File: src/scg_pkg.sv
// scg_pkg: addresses, field positions, reset values and modes of the
// sleep clock gating block.
// assumes a 32-bit APB decode against the system control base address.
package scg_pkg;

    localparam logic [31:0] SCG_BASE_ADDR = 32'h400F_E000;
    localparam logic [11:0] SCG_SLEEP_GATE_OFS = 12'h114;
    localparam logic [11:0] SCG_GATE_STATUS_OFS = 12'h1F0;
    localparam logic [11:0] SCG_GATE_MODE_OFS = 12'h1F4;
    localparam logic [11:0] SCG_FAULT_STATUS_OFS = 12'h1F8;

    localparam logic [31:0] SCG_SLEEP_GATE_RST = 32'h0000_0000;
    // writable gate bits; every other bit is reserved, reads zero
    localparam logic [31:0] SCG_GATE_WMASK = 32'h030F_5037;

    localparam int SCG_COMPARATOR_B_BIT = 25;
    localparam int SCG_COMPARATOR_A_BIT = 24;
    localparam int SCG_GP_TIMER_D_BIT = 19;
    localparam int SCG_GP_TIMER_C_BIT = 18;
    localparam int SCG_GP_TIMER_B_BIT = 17;
    localparam int SCG_GP_TIMER_A_BIT = 16;
    localparam int SCG_TWO_WIRE_B_BIT = 14;
    localparam int SCG_TWO_WIRE_A_BIT = 12;
    localparam int SCG_SYNC_SERIAL_B_BIT = 5;
    localparam int SCG_SYNC_SERIAL_A_BIT = 4;
    localparam int SCG_ASYNC_SERIAL_C_BIT = 2;
    localparam int SCG_ASYNC_SERIAL_B_BIT = 1;
    localparam int SCG_ASYNC_SERIAL_A_BIT = 0;

    // fault status fields
    localparam int SCG_FLT_STICKY_BIT = 0;
    localparam int SCG_FLT_UNIT_LSB = 8;
    localparam int SCG_FLT_CNT_LSB = 16;
    localparam int SCG_FLT_CNT_MAX_W = 16;

    // gate mode fields
    localparam int SCG_MODE_AUTO_BIT = 2;
    localparam int SCG_MODE_DIFF_BIT = 3;

    typedef enum logic [1:0] {
        SCG_RUN,
        SCG_SLEEP,
        SCG_DEEP_SLEEP
    } scg_mode_t;

endpackage

File: src/scg_gate_select.sv
// scg_gate_select: picks the gate vector that applies in the present
// power mode and registers it as the per-unit clock enables.
// assumes all gate vectors and the mode come from logic on i_clk_sys.
`timescale 1ns/10ps
module scg_gate_select (
    input wire logic i_clk_sys,
    input wire logic i_rst_n,
    input wire scg_pkg::scg_mode_t i_mode,
    input wire logic i_auto_gating_select,
    input wire logic [31:0] i_run_gate,
    input wire logic [31:0] i_sleep_gate,
    input wire logic [31:0] i_deep_gate,
    output logic [31:0] o_clk_en
);

    logic [31:0] clk_en_reg;
    logic [31:0] clk_en_next;

    always_comb begin
        clk_en_next = i_run_gate;
        // without auto gating the run vector rules in every mode
        if (i_auto_gating_select) begin
            case (i_mode)
                scg_pkg::SCG_RUN: begin
                    clk_en_next = i_run_gate;
                end
                scg_pkg::SCG_SLEEP: begin
                    clk_en_next = i_sleep_gate;
                end
                scg_pkg::SCG_DEEP_SLEEP: begin
                    clk_en_next = i_deep_gate;
                end
                default: begin
                    clk_en_next = i_run_gate;
                end
            endcase
        end
    end

    always_ff @(posedge i_clk_sys or negedge i_rst_n) begin
        if (!i_rst_n) begin
            clk_en_reg <= 32'h0000_0000;
        end else begin
            clk_en_reg <= clk_en_next & scg_pkg::SCG_GATE_WMASK;
        end
    end

    assign o_clk_en = clk_en_reg;

endmodule

File: src/scg_sleep_gate.sv
// scg_sleep_gate: APB slave holding the sleep clock gating register,
// the applied clock enables per unit and bus fault flagging for
// accesses to units whose clock is off.
// assumes run and deep-sleep gate vectors, the auto gating select bit
// and the power mode levels come from system control logic on i_clk_sys.
//
// Notes on behaviour
// - each writable bit enables one unit's clock during sleep.
// - access to a unit whose clock is off gets a bus fault.
// - the sleep gate register resets to all zero, all units off.
// - run vector applies running, sleep vector in sleep, deep vector in deep.
// - sleep vectors take over only with auto gating select set.
// - bits 25 and 24 gate comparators b and a, read/write.
// - bits 19 to 16 gate timers d, c, b, a, read/write.
// - bits 14 and 12 gate two-wire units b and a, read/write.
// - bits 5 and 4 gate sync serial units b and a, read/write.
// - bits 2, 1, 0 gate async serial units c, b, a, read/write.
// - reserved bits read zero and ignore writes.
// - register sits at offset 0x114 from base 0x400FE000.
`timescale 1ns/10ps
module scg_sleep_gate #(
    parameter int FAULT_CNT_W = 16
) (
    input wire logic i_clk_sys,
    input wire logic i_rst_n,
    // APB slave
    input wire logic i_psel,
    input wire logic i_penable,
    input wire logic i_pwrite,
    input wire logic [31:0] i_paddr,
    input wire logic [31:0] i_pwdata,
    input wire logic [3:0] i_pstrb,
    output logic [31:0] o_prdata,
    output logic o_pready,
    output logic o_pslverr,
    // system control context
    input wire logic i_auto_gating_select,
    input wire logic i_sleep_now,
    input wire logic i_deep_sleep_now,
    input wire logic [31:0] i_run_clock_gate_1,
    input wire logic [31:0] i_deep_sleep_clock_gate_1,
    // peripheral access check
    input wire logic i_periph_access,
    input wire logic [4:0] i_periph_bit,
    output logic o_periph_fault,
    // applied clock enables, one per gate bit position
    output logic [31:0] o_clk_en
);

    generate
        if (FAULT_CNT_W < 1 || FAULT_CNT_W > scg_pkg::SCG_FLT_CNT_MAX_W) begin : g_chk
            $error("FAULT_CNT_W must be 1 to 16");
        end
    endgenerate

    // the writable mask has to name exactly the unit gate positions, or
    // a reserved lane would get a flop and a unit would lose its gate
    localparam logic [31:0] UNIT_MASK =
        (32'h0000_0001 << scg_pkg::SCG_COMPARATOR_B_BIT) |
        (32'h0000_0001 << scg_pkg::SCG_COMPARATOR_A_BIT) |
        (32'h0000_0001 << scg_pkg::SCG_GP_TIMER_D_BIT) |
        (32'h0000_0001 << scg_pkg::SCG_GP_TIMER_C_BIT) |
        (32'h0000_0001 << scg_pkg::SCG_GP_TIMER_B_BIT) |
        (32'h0000_0001 << scg_pkg::SCG_GP_TIMER_A_BIT) |
        (32'h0000_0001 << scg_pkg::SCG_TWO_WIRE_B_BIT) |
        (32'h0000_0001 << scg_pkg::SCG_TWO_WIRE_A_BIT) |
        (32'h0000_0001 << scg_pkg::SCG_SYNC_SERIAL_B_BIT) |
        (32'h0000_0001 << scg_pkg::SCG_SYNC_SERIAL_A_BIT) |
        (32'h0000_0001 << scg_pkg::SCG_ASYNC_SERIAL_C_BIT) |
        (32'h0000_0001 << scg_pkg::SCG_ASYNC_SERIAL_B_BIT) |
        (32'h0000_0001 << scg_pkg::SCG_ASYNC_SERIAL_A_BIT);

    // each check guards a field layout or decode that the logic relies on
    generate
        if (UNIT_MASK != scg_pkg::SCG_GATE_WMASK) begin : g_mask_chk
            $error("gate mask does not match the unit positions");
        end
        if (scg_pkg::SCG_FLT_STICKY_BIT >= scg_pkg::SCG_FLT_UNIT_LSB) begin : g_flag_chk
            $error("fault flag overlaps the unit field");
        end
        if (scg_pkg::SCG_FLT_UNIT_LSB + 5 > scg_pkg::SCG_FLT_CNT_LSB) begin : g_unit_chk
            $error("fault unit field overlaps the fault count");
        end
        if (scg_pkg::SCG_FLT_CNT_LSB + FAULT_CNT_W > 32) begin : g_cnt_chk
            $error("fault count runs past bit 31");
        end
        if (scg_pkg::SCG_MODE_AUTO_BIT < 2 || scg_pkg::SCG_MODE_DIFF_BIT < 2 ||
            scg_pkg::SCG_MODE_AUTO_BIT == scg_pkg::SCG_MODE_DIFF_BIT) begin : g_mode_chk
            $error("gate mode fields overlap");
        end
        // the decode compares only the upper twenty bits of the base address
        if (scg_pkg::SCG_BASE_ADDR[11:0] != 12'h000) begin : g_base_chk
            $error("base address must sit on a 4 KiB boundary");
        end
    endgenerate

    logic [31:0] sleep_gate_reg;
    logic [31:0] prdata_reg;
    logic fault_sticky_reg;
    logic [4:0] fault_unit_reg;
    logic [FAULT_CNT_W-1:0] fault_cnt_reg;
    scg_pkg::scg_mode_t mode_reg;
    scg_pkg::scg_mode_t mode_next;

    logic [31:0] clk_en;
    logic [31:0] run_gate;
    logic [31:0] deep_gate;
    logic [31:0] byte_mask;
    logic [31:0] rd_data;
    logic blk_hit;
    logic hit_sleep;
    logic hit_status;
    logic hit_mode;
    logic hit_fault;
    logic mapped;
    logic setup_rd;
    logic wr_done;
    logic fault_evt;
    logic fault_clr;
    logic [31:0] fault_word;
    logic [31:0] mode_word;

    // address decode against the full system control address
    assign blk_hit = (i_paddr[31:12] == scg_pkg::SCG_BASE_ADDR[31:12]) &&
                     (i_paddr[1:0] == 2'h0);
    assign hit_sleep = blk_hit && (i_paddr[11:0] == scg_pkg::SCG_SLEEP_GATE_OFS);
    assign hit_status = blk_hit && (i_paddr[11:0] == scg_pkg::SCG_GATE_STATUS_OFS);
    assign hit_mode = blk_hit && (i_paddr[11:0] == scg_pkg::SCG_GATE_MODE_OFS);
    assign hit_fault = blk_hit && (i_paddr[11:0] == scg_pkg::SCG_FAULT_STATUS_OFS);
    assign mapped = hit_sleep || hit_status || hit_mode || hit_fault;

    // zero wait states: the access phase always completes in one cycle
    assign o_pready = 1'b1;
    assign o_pslverr = i_psel && i_penable && !mapped;

    assign setup_rd = i_psel && !i_penable && !i_pwrite;
    assign wr_done = i_psel && i_penable && i_pwrite;

    always_comb begin
        byte_mask = {{8{i_pstrb[3]}}, {8{i_pstrb[2]}}, {8{i_pstrb[1]}}, {8{i_pstrb[0]}}};
    end

    // sleep gate register; only the writable lanes get flops
    genvar b;
    generate
        for (b = 0; b < 32; b = b + 1) begin : g_gate
            if (scg_pkg::SCG_GATE_WMASK[b]) begin : g_rw
                always_ff @(posedge i_clk_sys or negedge i_rst_n) begin
                    if (!i_rst_n) begin
                        sleep_gate_reg[b] <= scg_pkg::SCG_SLEEP_GATE_RST[b];
                    end else if (wr_done && hit_sleep && byte_mask[b]) begin
                        sleep_gate_reg[b] <= i_pwdata[b];
                    end
                end
            end else begin : g_rsvd
                assign sleep_gate_reg[b] = 1'b0;
            end
        end
    endgenerate

    // reserved positions of the companion vectors never enable a clock
    assign run_gate = i_run_clock_gate_1 & scg_pkg::SCG_GATE_WMASK;
    assign deep_gate = i_deep_sleep_clock_gate_1 & scg_pkg::SCG_GATE_WMASK;

    // power mode tracking; deep sleep outranks sleep if both are shown
    always_comb begin
        case (mode_reg)
            scg_pkg::SCG_RUN,
            scg_pkg::SCG_SLEEP,
            scg_pkg::SCG_DEEP_SLEEP: begin
                if (i_deep_sleep_now) begin
                    mode_next = scg_pkg::SCG_DEEP_SLEEP;
                end else if (i_sleep_now) begin
                    mode_next = scg_pkg::SCG_SLEEP;
                end else begin
                    mode_next = scg_pkg::SCG_RUN;
                end
            end
            default: begin
                mode_next = scg_pkg::SCG_RUN;
            end
        endcase
    end

    always_ff @(posedge i_clk_sys or negedge i_rst_n) begin
        if (!i_rst_n) begin
            mode_reg <= scg_pkg::SCG_RUN;
        end else begin
            mode_reg <= mode_next;
        end
    end

    scg_gate_select u_gate_select (
        .i_clk_sys(i_clk_sys),
        .i_rst_n(i_rst_n),
        .i_mode(mode_reg),
        .i_auto_gating_select(i_auto_gating_select),
        .i_run_gate(run_gate),
        .i_sleep_gate(sleep_gate_reg),
        .i_deep_gate(deep_gate),
        .o_clk_en(clk_en)
    );

    assign o_clk_en = clk_en;

    // bus fault for any access to a unit whose clock is currently off;
    // answered in the same cycle so the access never reaches the unit
    assign fault_evt = i_periph_access && !clk_en[i_periph_bit];
    assign o_periph_fault = fault_evt;

    assign fault_clr = wr_done && hit_fault && i_pstrb[0] &&
                       i_pwdata[scg_pkg::SCG_FLT_STICKY_BIT];

    // sticky fault flag: a new fault in the clearing cycle wins
    always_ff @(posedge i_clk_sys or negedge i_rst_n) begin
        if (!i_rst_n) begin
            fault_sticky_reg <= 1'b0;
        end else if (fault_evt) begin
            fault_sticky_reg <= 1'b1;
        end else if (fault_clr) begin
            fault_sticky_reg <= 1'b0;
        end
    end

    always_ff @(posedge i_clk_sys or negedge i_rst_n) begin
        if (!i_rst_n) begin
            fault_unit_reg <= 5'h00;
        end else if (fault_evt) begin
            fault_unit_reg <= i_periph_bit;
        end
    end

    // saturating fault count; cleared with the sticky flag unless a
    // fault lands in that very cycle, which then counts as the first
    always_ff @(posedge i_clk_sys or negedge i_rst_n) begin
        if (!i_rst_n) begin
            fault_cnt_reg <= '0;
        end else if (fault_clr && fault_evt) begin
            fault_cnt_reg <= FAULT_CNT_W'(1);
        end else if (fault_clr) begin
            fault_cnt_reg <= '0;
        end else if (fault_evt && !(&fault_cnt_reg)) begin
            fault_cnt_reg <= fault_cnt_reg + FAULT_CNT_W'(1);
        end
    end

    always_comb begin
        fault_word = 32'h0000_0000;
        fault_word[scg_pkg::SCG_FLT_STICKY_BIT] = fault_sticky_reg;
        fault_word[scg_pkg::SCG_FLT_UNIT_LSB +: 5] = fault_unit_reg;
        fault_word[scg_pkg::SCG_FLT_CNT_LSB +: FAULT_CNT_W] = fault_cnt_reg;
    end

    // mode word also flags a stored sleep vector not yet in force
    always_comb begin
        mode_word = 32'h0000_0000;
        mode_word[1:0] = mode_reg;
        mode_word[scg_pkg::SCG_MODE_AUTO_BIT] = i_auto_gating_select;
        mode_word[scg_pkg::SCG_MODE_DIFF_BIT] = (sleep_gate_reg != clk_en);
    end

    always_comb begin
        rd_data = 32'h0000_0000;
        if (hit_sleep) begin
            rd_data = sleep_gate_reg;
        end else if (hit_status) begin
            rd_data = clk_en;
        end else if (hit_mode) begin
            rd_data = mode_word;
        end else if (hit_fault) begin
            rd_data = fault_word;
        end
    end

    // read data is captured in the setup phase and held through access
    always_ff @(posedge i_clk_sys or negedge i_rst_n) begin
        if (!i_rst_n) begin
            prdata_reg <= 32'h0000_0000;
        end else if (setup_rd) begin
            prdata_reg <= rd_data;
        end
    end

    assign o_prdata = prdata_reg;

endmodule

File: config.mk
export PLATFORM = sky130hd
export DESIGN_NAME = scg_sleep_gate
export DESIGN_NICKNAME = d
export VERILOG_FILES = /design/src/scg_pkg.sv /design/src/scg_gate_select.sv /design/src/scg_sleep_gate.sv
export SDC_FILE = /design/constraint.sdc
export NUM_CORES = 1
export LEC_CHECK = 0
export BUFFER_PORTS_ARGS = -buffer_cell sky130_fd_sc_hd__clkbuf_2
export CAP_MARGIN = 40
export CORE_MARGIN = 2
export CORE_UTILIZATION = 46
export CTS_CLUSTER_DIAMETER = 150
export CTS_CLUSTER_SIZE = 28
export DETAILED_ROUTE_END_ITERATION = 8
export HOLD_SLACK_MARGIN = 0.15
export PLACE_DENSITY = 0.77
export SETUP_SLACK_MARGIN = 0.4
export SYNTH_ARGS = -nofsm -noshare
export SYNTH_HDL_FRONTEND = slang
export SYNTH_SLANG_ARGS = --single-unit
File: constraint.sdc
create_clock -name i_clk_sys -period 2.8 [get_ports i_clk_sys]
set_input_delay 0.28 -clock i_clk_sys [delete_from_list [all_inputs] [get_ports i_clk_sys]]
set_output_delay 0.28 -clock i_clk_sys [all_outputs]
set_load 0.01 [all_outputs]
==> results.py, run 1 <==
metrics = {
    "die": {
        "dieArea_um2": 9790,
        "core_area_um2": 8720,
        "rows": 34,
        "die_x_um": 98.9,
        "pin_count": 213,
        "initial_core_util": 0.475,
        "die_h_um": 98.9,
    },
    "synthesis": {
        "synth_cell_types": 46,
        "synthTopCellsByArea": "dfrtp_1 (47%), mux2_2 (6.2%), buf_4 (4.3%), xnor2_1 (3.8%), nor2_1 (3.7%)",
        "avgSynthCellArea_um2": 10.2,
        "seq_area_frac_synth": 0.471,
        "synth_edf_count": 0,
        "synth_common_cells": "dfrtp_1 (78), nor2_1 (41), nand2_1 (27)",
        "yosysWarnings": 0,
        "synthMuxAreaShare": 0.0863,
        "synth-async-reset-ratio": 1.00,
        "synth_area_um2": 4150,
        "synthAdderAreaFrac": 0.0121,
        "synth_xor_area_frac": 0.0528,
        "yosysTopAreaCell": "dfrtp_1",
        "synth_cells": 408,
        "synthFlopType": "dfrtp_1",
        "yosysTopAreaCellShare": 0.471,
        "synth_seq_cells": 78,
        "synth_compound_area_frac": 0.129,
        "yosys.area_share.simple": 0.181,
        "synth_top_family_by_area": "simple AND/OR/NAND/NOR gates",
        "synth_most_common_cell": "dfrtp_1",
    },
    "power": {
        "p_per_area_nw_per_um2": 546,
        "p_leak_nw": 2.53,
        "peakVddDrop_mv": 0.257,
    },
    "setup_path": {
        "rr_startpoint": "u_gate_select.o_clk_en[25]",
        "r2r-end": "fault_cnt_reg[9]",
        "critical_path.max_fanout": 7,
        "crit_path_start": "u_gate_select.o_clk_en[25]",
        "required_ps": 3090,
        "crit_type": "reg -> reg",
        "r2r_slack_ps": 470,
        "worstPathArrival_ps": 2620,
        "reg2reg_depth": 6,
        "end_kind": "register",
        "worstSetupStartpointType": "register",
    },
    "global_routing": {
        "grt_max_degree": 71,
        "grt_pass1_wl_um": 18000,
        "grt_pass1_vias": 3689,
        "antenna_found_initial": 0,
        "track_usage": 0.232,
        "grt_overflow": 0,
    },
    "drt": {
        "ant_nets": 0,
        "dr.pass1.iters": 4,
        "drt-initial-drc-count": 239,
        "wl_met3_um": 622,
        "via_count": 3713,
        "drc_errors": 0,
        "met2_length_um": 5770,
        "wl_met1_um": 4750,
        "vias_per_cell": 5.58,
        "wl_um": 11300,
        "top_layer_used": "met4",
        "wire_per_inst_um": 16.9,
    },
    "finish": {
        "nets": 703,
        "drive_gt1_frac": 0.349,
        "area_growth_pct": 27.1,
        "largest_reg_flops": 28,
        "fin_util": 0.604,
        "antennaDiodeCount": 0,
    },
    "hold_path": {
        "hp-start": "i_run_clock_gate_1[25]",
        "holdPathEnd": "u_gate_select.o_clk_en[25]",
        "hold_depth": 3,
        "hold_path_class": "in -> reg",
    },
    "clocking": {
        "htree_levels": 3,
        "numClockSinks": 78,
        "cts_tree": "yes",
        "clockRootBuffer": "clkbuf_8",
        "clkTransAtPathRegs_ps": 80,
        "cts_inserted_buffers": 9,
        "clk_latency_ps": 350,
        "clock_path_buffers": 2,
    },
    "sta": {
        "max_freq_mhz": 428,
        "fin_crit_sh": 0.834,
        "relSlewSlack": 0.504,
        "setup_viol_count_final": 0,
        "tns_ps": 0,
        "skew_ps": 8.73,
        "slew_viol_final": 0,
        "tightest_slew_ps": 744,
        "hold_viol": 0,
        "rsz0062_at_grt": "false",
        "layout_min_cycle_time_ps": 2330,
    },
    "placed_design": {
        "place_hpwl_um": 8510,
        "numPortBuffers": 131,
        "place.gp.congestion": 0.886,
    },
    "run": {
        "maxCapViolations": 0,
    },
    "status": {
        "status": "finished clean",
    },
}
worst max-delay path, stage by stage (launching register included):
cell	delay, ps
dfrtp_1	420
mux4_2	490
a22oi_2	170
o31ai_2	100
or3_4	430
or4_1	520
a21oi_2	150
power breakdown:
part           internal (mW)  switching [mW]  total, mW  leakage, nW
combinational          0.257           0.269      0.526         1.43
sequential              1.24           0.128       1.37        0.986
clock                  0.575           0.406      0.981        0.120
final cells by class:
cell class              instances  area, um^2
clock buffers                  13         169
clock inverters                 3        65.1
fillers                       726        3450
inverters                       5        18.8
multi-input cells             304        2030
flip-flops and latches         78        1950
well taps                     108         135
repair buffers                155         896
what timing repair did:
action                                  in CTS  in global routing
hold buffers                                 9                  0
endpoints found under the hold margin       86                  0
buffers inserted                             0                  6
pin swaps                                    0                  1
endpoints found under the setup margin       1                  3
gates resized for setup                      2                  8
placed cells by master (no fill, tap or decap), types with 5 or more instances in the layout:
master         instances
clkbuf_2             130
buf_4                 12
nor4_1                20
dfrtp_1               76
o21ai_0               16
clkbuf_8              12
a22o_1                14
a21oi_1                5
and3_1                 5
xor2_1                 7
inv_1                  5
conb_1                24
nand4_1                5
nor2_1                40
dlygate4sd3_1          9
a211oi_1               5
nand2_1               27
mux2_1                 5
a221oi_1               7
a22oi_1               17
mux2_2                23
nor3_1                 5
nand3_1               16
xnor2_1               18
how the worst max path moves through the flow:
stage	slack (ps)	end
2_1_floorplan	490	fault_cnt_reg[9]
3_3_place_gp	340	sleep_gate_reg[18]
3_5_place_dp	290	sleep_gate_reg[19]
4_1_cts	420	fault_cnt_reg[9]
5_1_grt	390	fault_cnt_reg[9]
6_report	470	fault_cnt_reg[9]
logic make-up (layout without fill, tap and decap cells):
| logic type | Yosys count | count (layout) |
|---|---|---|
| AO/OA/AOI/OAI | 74 | 74 |
| flip-flops | 78 | 78 |
| multiplexers | 31 | 31 |
| XOR/XNOR | 25 | 25 |
| adder cells (fa/ha/maj) | 4 | 4 |
| buffers and inverters | 48 | 176 |
| other | 2 | 24 |
| AND/OR/NAND/NOR | 146 | 146 |
metrics by stage:
step	cell area, um^2	cells	hold WS (ps)	setup slack [ps]	total power, mW
2_1_floorplan	4230	430	-15.6	486	1.68
3_3_place_gp	4820	633	458	338	1.86
3_5_place_dp	4860	635	119	295	1.89
4_1_cts	5190	660	151	424	2.87
5_1_grt	5270	666	153	385	3.01
6_report	5270	666	160	466	2.88
routing by layer:
metal	global-route usage	up-vias
met5	0	-
met4	0.0790	0
met3	0.0397	15
met2	0.401	154
met1	0.295	1809
li1	-	1735
(Power assumes the default switching activity.)
==> inputs of run 2 (changes only) <==
- CORE_UTILIZATION: 46 -> 41
- PLACE_DENSITY: 0.77 -> 0.72
- clock period: 2.8 -> 2 ns (I/O delays scaled with it)
==> results.py, run 2 (synthesized netlist as in run 1, its figures left out) <==
metrics = {
    "status": {
        "status": "finished, violations left",
        "violations": "setup timing",
    },
    "power": {
        "p_int_mw": 2.94,
        "peakVddDrop_mv": 0.373,
        "seq_power_share": 0.432,
        "combinationalPowerShare": 0.284,
        "total_power_mw": 4.31,
        "switchingPower_mw": 1.37,
        "swShare": 0.318,
        "p_clk_frac": 0.284,
        "p_per_area_nw_per_um2": 647,
        "p_leak_nw": 3.09,
    },
    "placed_design": {
        "place.gp.congestion": 0.867,
        "place_hpwl_um": 9400,
        "dpl.cell_count": 702,
        "numPortBuffers": 131,
        "pre_cts_ws_ps": -252,
    },
    "sta": {
        "setup_viol_count_final": 15,
        "hold_ws_ps": 151,
        "layout_min_cycle_time_ps": 2180,
        "fin_ws_ps": -184,
        "slew_viol_final": 0,
        "hold_viol": 0,
        "tightest_slew_ps": 1030,
        "relSlewSlack": 0.309,
        "rsz0062_at_grt": "true",
        "tns_ps": -839,
        "fin_crit_sh": 1.09,
        "skew_ps": 15.6,
        "max_freq_mhz": 458,
    },
    "global_routing": {
        "grt_pass1_wl_um": 21200,
        "grt_pass1_vias": 4170,
        "antenna_found_initial": 0,
        "grt_max_degree": 50,
        "track_usage": 0.246,
        "grt_overflow": 0,
    },
    "finish": {
        "nets": 789,
        "area_growth_pct": 60.8,
        "drive_gt1_frac": 0.483,
        "regArea_um2": 1950,
        "fillers": 706,
        "antennaDiodeCount": 0,
        "multiInputGateArea_um2": 2600,
        "final-instance-count-excl-fill": 777,
        "final_cell_mix": "clkbuf_2 (128), dfrtp_1 (78), buf_4 (53), nor2_1 (38), dlygate4sd3_1 (32)",
        "largest_reg_flops": 28,
        "final_common_cell": "clkbuf_2",
    },
    "clocking": {
        "clock_path_buffers": 2,
        "cts_inserted_buffers": 9,
        "htree_levels": 3,
        "cts_tree": "yes",
        "numClockSinks": 78,
        "clockRootBuffer": "clkbuf_8",
        "clkTransAtPathRegs_ps": 90,
        "clk_latency_ps": 370,
    },
    "drt": {
        "vias_per_cell": 5.53,
        "ant_nets": 0,
        "wire_per_inst_um": 19.0,
        "drt-initial-drc-count": 340,
        "drc_errors": 0,
        "wl_um": 14800,
        "via_count": 4299,
        "dr.pass1.iters": 5,
    },
    "die": {
        "core_area_um2": 9770,
        "dieArea_um2": 10900,
        "pin_count": 213,
        "initial_core_util": 0.424,
        "die_x_um": 105,
        "die_h_um": 105,
        "rows": 36,
    },
    "run": {
        "maxCapViolations": 0,
    },
    "setup_path": {
        "required_ps": 2300,
        "cpPeakStageDelay_ps": 490,
        "worstPathArrival_ps": 2480,
        "worstSetupStartpointType": "register",
        "cp.buffers_inverters": 0,
        "crit_family": "simple AND/OR/NAND/NOR gates",
        "end_kind": "register",
        "cp_slowest_cell": "or4_4",
        "crit_chain": "mux4_2 > a22oi_2 > o31ai_2 > or3_4 > or4_4 > a21oi_2",
        "crit_type": "reg -> reg",
        "critical_path.max_fanout": 4,
    },
    "hold_path": {
        "hold_path_class": "in -> reg",
    },
}
==> run 2: cell types whose count changed in the layout (fill, tap and decap cells not counted), moves of 5 or more <==
cell           previous run  this run
nor4_4                    0        10
buf_12                    0         5
a221oi_4                  0         6
dlygate4sd3_1             9        32
mux2_4                    0        16
mux2_2                   23        11
buf_4                    12        53
buf_6                     2        20
nor4_1                   20         8
a221oi_1                  7         0
==> run 2: power by group through the flow <==
stage / combinational [mW] / clock, mW / sequential, mW
6_report: 1.22 / 1.22 / 1.86
5_1_grt: 1.30 / 1.30 / 1.88
4_1_cts: 1.09 / 1.21 / 1.85
3_5_place_dp: 0.955 / 0 / 1.88
3_3_place_gp: 0.924 / 0 / 1.87
2_1_floorplan: 0.440 / 0 / 1.93
==> run 2: through the flow <==
step	utilization	cell area, um^2
final	0.682	6670
after global routing	0.682	6670
after CTS	0.639	6240
after detailed placement	0.550	5380
after global placement	0.550	5380
after floorplan	-	4450
==> run 2: layer usage <==
layer	part of all wire	routed length [um]	GRT usage	vias up
met5	0	0	0	-
met4	0.034	496	0.0956	0
met3	0.066	981	0.0455	47
met2	0.50	7450	0.415	227
met1	0.40	5830	0.313	2123
li1	-	-	-	1902
==> run 2: what timing repair did <==
item / CTS / global route
setup endpoints to repair: 44 / 46
gates cloned: 0 / 0
hold buffers: 32 / 0
pin swaps: 25 / 46
hold endpoints to repair: 59 / 0
buffers inserted: 9 / 18
resized for setup: 55 / 55
==> run 2: path summary, 6_finish.rpt <==
kind	start	endpoint	slack, ps	cells after the start
max reg2reg	u_gate_select.o_clk_en[16]	fault_cnt_reg[9]	-180	6
min reg2reg	o_prdata[3]	o_prdata[3]	470	2
min	i_deep_sleep_clock_gate_1[24]	u_gate_select.o_clk_en[24]	150	3
min in group asynchronous	i_rst_n	u_gate_select.o_clk_en[16]	310	2
max in group asynchronous	i_rst_n	sleep_gate_reg[16]	1090	3
max	u_gate_select.o_clk_en[16]	fault_cnt_reg[9]	-180	6
==> run 2: final cells by class <==
class                      count  area share
clock inverter                 6     0.00919
inverter                       5     0.00281
timing repair buffer         241       0.259
sequential                    78       0.293
tap                          133      0.0250
clock buffer                  10      0.0206
multi-input combinational    304       0.390
==> run 2: worst min-delay path, delay by kind of cell <==
kind                   cells  cell delay [ps]
buffers and inverters      1               80
AOI/OAI and AO/OA          2              200
==> inputs of run 3 (changes only) <==
--- a/config.mk
+++ b/config.mk
@@ -20 +20,2 @@
 export SYNTH_SLANG_ARGS = --single-unit
+export TNS_END_PERCENT = 1
--- a/constraint.sdc
+++ b/constraint.sdc
@@ -3,2 +3,2 @@
 set_output_delay 0.2 -clock i_clk_sys [all_outputs]
-set_load 0.01 [all_outputs]
+set_load 0.1 [all_outputs]
==> results.py, run 3 (synthesized netlist as in run 1, its figures left out) <==
metrics = {
    "clocking": {
        "clock_path_buffers": 2,
        "htree_levels": 3,
        "clockRootBuffer": "clkbuf_8",
        "cts_tree": "yes",
        "clkTransAtPathRegs_ps": 80,
        "cts_inserted_buffers": 9,
        "numClockSinks": 78,
        "clk_latency_ps": 350,
    },
    "hold_path": {
        "hp-start": "i_deep_sleep_clock_gate_1[12]",
        "hold_path_class": "in -> reg",
    },
    "setup_path": {
        "cpPeakStageDelay_ps": 490,
        "worstPathArrival_ps": 2520,
        "crit_type": "reg -> reg",
        "crit_chain": "mux4_2 > a22oi_2 > o31ai_2 > or3_4 > or4_4 > a21oi_2",
        "cp_slowest_cell": "or4_4",
        "rr_startpoint": "u_gate_select.o_clk_en[25]",
        "worstSetupStartpointType": "register",
        "crit_family": "simple AND/OR/NAND/NOR gates",
        "cp.buffers_inverters": 0,
        "required_ps": 2280,
        "end_kind": "register",
        "crit_path_start": "u_gate_select.o_clk_en[25]",
        "critical_path.max_fanout": 5,
    },
    "die": {
        "pin_count": 213,
        "die_x_um": 105,
        "initial_core_util": 0.424,
        "core_area_um2": 9770,
        "dieArea_um2": 10900,
        "die_h_um": 105,
        "rows": 36,
    },
    "power": {
        "p_per_area_nw_per_um2": 781,
        "peakVddDrop_mv": 0.413,
        "p_leak_nw": 2.86,
        "total_power_mw": 4.79,
    },
    "finish": {
        "area_growth_pct": 47.9,
        "drive_gt1_frac": 0.439,
        "antennaDiodeCount": 0,
        "largest_reg_flops": 28,
        "final_area_um2": 6130,
        "final_common_cell": "clkbuf_2",
        "final_cell_mix": "clkbuf_2 (128), dfrtp_1 (66), buf_4 (52), nor2_1 (40), dlygate4sd3_1 (29)",
        "nets": 769,
    },
    "sta": {
        "layout_min_cycle_time_ps": 2250,
        "setup_viol_count_final": 16,
        "skew_ps": 11.6,
        "tns_ps": -1110,
        "slew_viol_final": 0,
        "fin_ws_ps": -246,
        "hold_viol": 0,
        "rsz0062_at_grt": "true",
        "relSlewSlack": 0.557,
        "max_freq_mhz": 445,
        "fin_crit_sh": 1.12,
        "tightest_slew_ps": 664,
    },
    "global_routing": {
        "grt_pass1_wl_um": 20600,
        "grt_overflow": 0,
        "grt_pass1_vias": 4027,
        "track_usage": 0.237,
        "antenna_found_initial": 0,
        "grt_max_degree": 53,
    },
    "drt": {
        "ant_nets": 0,
        "dr.pass1.iters": 6,
        "via_count": 4045,
        "wire_per_inst_um": 17.1,
        "vias_per_cell": 5.34,
        "drc_errors": 0,
        "wl_um": 13000,
        "drt-initial-drc-count": 292,
    },
    "placed_design": {
        "numPortBuffers": 131,
        "place_hpwl_um": 9630,
        "placement.cell_area_um2": 5300,
        "place.gp.congestion": 0.879,
    },
    "status": {
        "violations": "setup timing",
        "status": "finished, violations left",
    },
    "run": {
        "maxCapViolations": 0,
    },
}
==> run 3: final cells by class <==
cell class	count	area, um^2
clock inverter	5	58.8
tap	133	166
clock buffer	11	141
timing repair buffer	221	1510
inverter	5	18.8
sequential	78	1970
fill	780	3640
multi-input combinational	304	2260
==> run 3: final timing paths <==
kind                                                   end  slack (ps)  cells after the start
worst max-delay path                      fault_cnt_reg[9]        -250                      6
worst min-delay path            u_gate_select.o_clk_en[12]         150                      3
worst max register to register            fault_cnt_reg[9]        -250                      6
worst min register to register                 o_prdata[3]         510                      2
max in group asynchronous                     o_prdata[17]         980                      3
min in group asynchronous                      o_prdata[1]         430                      2
==> run 3: power by group <==
| part | total, mW | switching, mW | leakage (nW) | internal (mW) |
|---|---|---|---|---|
| Combinational | 1.73 | 1.19 | 1.79 | 0.540 |
| Clock | 1.20 | 0.587 | 0.0955 | 0.611 |
| Sequential | 1.85 | 0.108 | 0.975 | 1.75 |
| Total | 4.79 | 1.89 | 2.86 | 2.90 |
==> run 3: repair_timing <==
action / 4_1_cts / 5_1_grt
gates cloned: 0 / 0
resized for setup: 30 / 21
pin swaps: 27 / 12
setup buffers: 4 / 5
hold endpoints to repair: 79 / 0
setup endpoints to repair: 50 / 66
hold buffers: 29 / 0
==> run 3: worst register-to-register path, stage by stage, from the launching register on <==
cell and delay (ps):
dfrtp_4 480, mux4_2 480, a22oi_2 150, o31ai_2 90
or3_4 370, or4_4 490, a21oi_2 120
==> run 3: layer usage <==
layer / part of all wire / track usage / wire (um) / vias up
met5: 0 / 0 / 0 / -
met4: 0.026 / 0.0830 / 342 / 0
met3: 0.060 / 0.0586 / 782 / 31
met2: 0.48 / 0.386 / 6240 / 166
met1: 0.43 / 0.310 / 5590 / 1979
li1: - / - / - / 1869
==> run 3: metrics by stage <==
stage	setup WS (ps)	hold slack, ps	util	cells
finish	-246	152	0.627	757
floorplan	-560	-95.6	-	430
CTS	-268	151	0.614	752
detailed placement	-453	281	0.542	703
global placement	-246	274	0.542	703
global route	-295	169	0.627	757
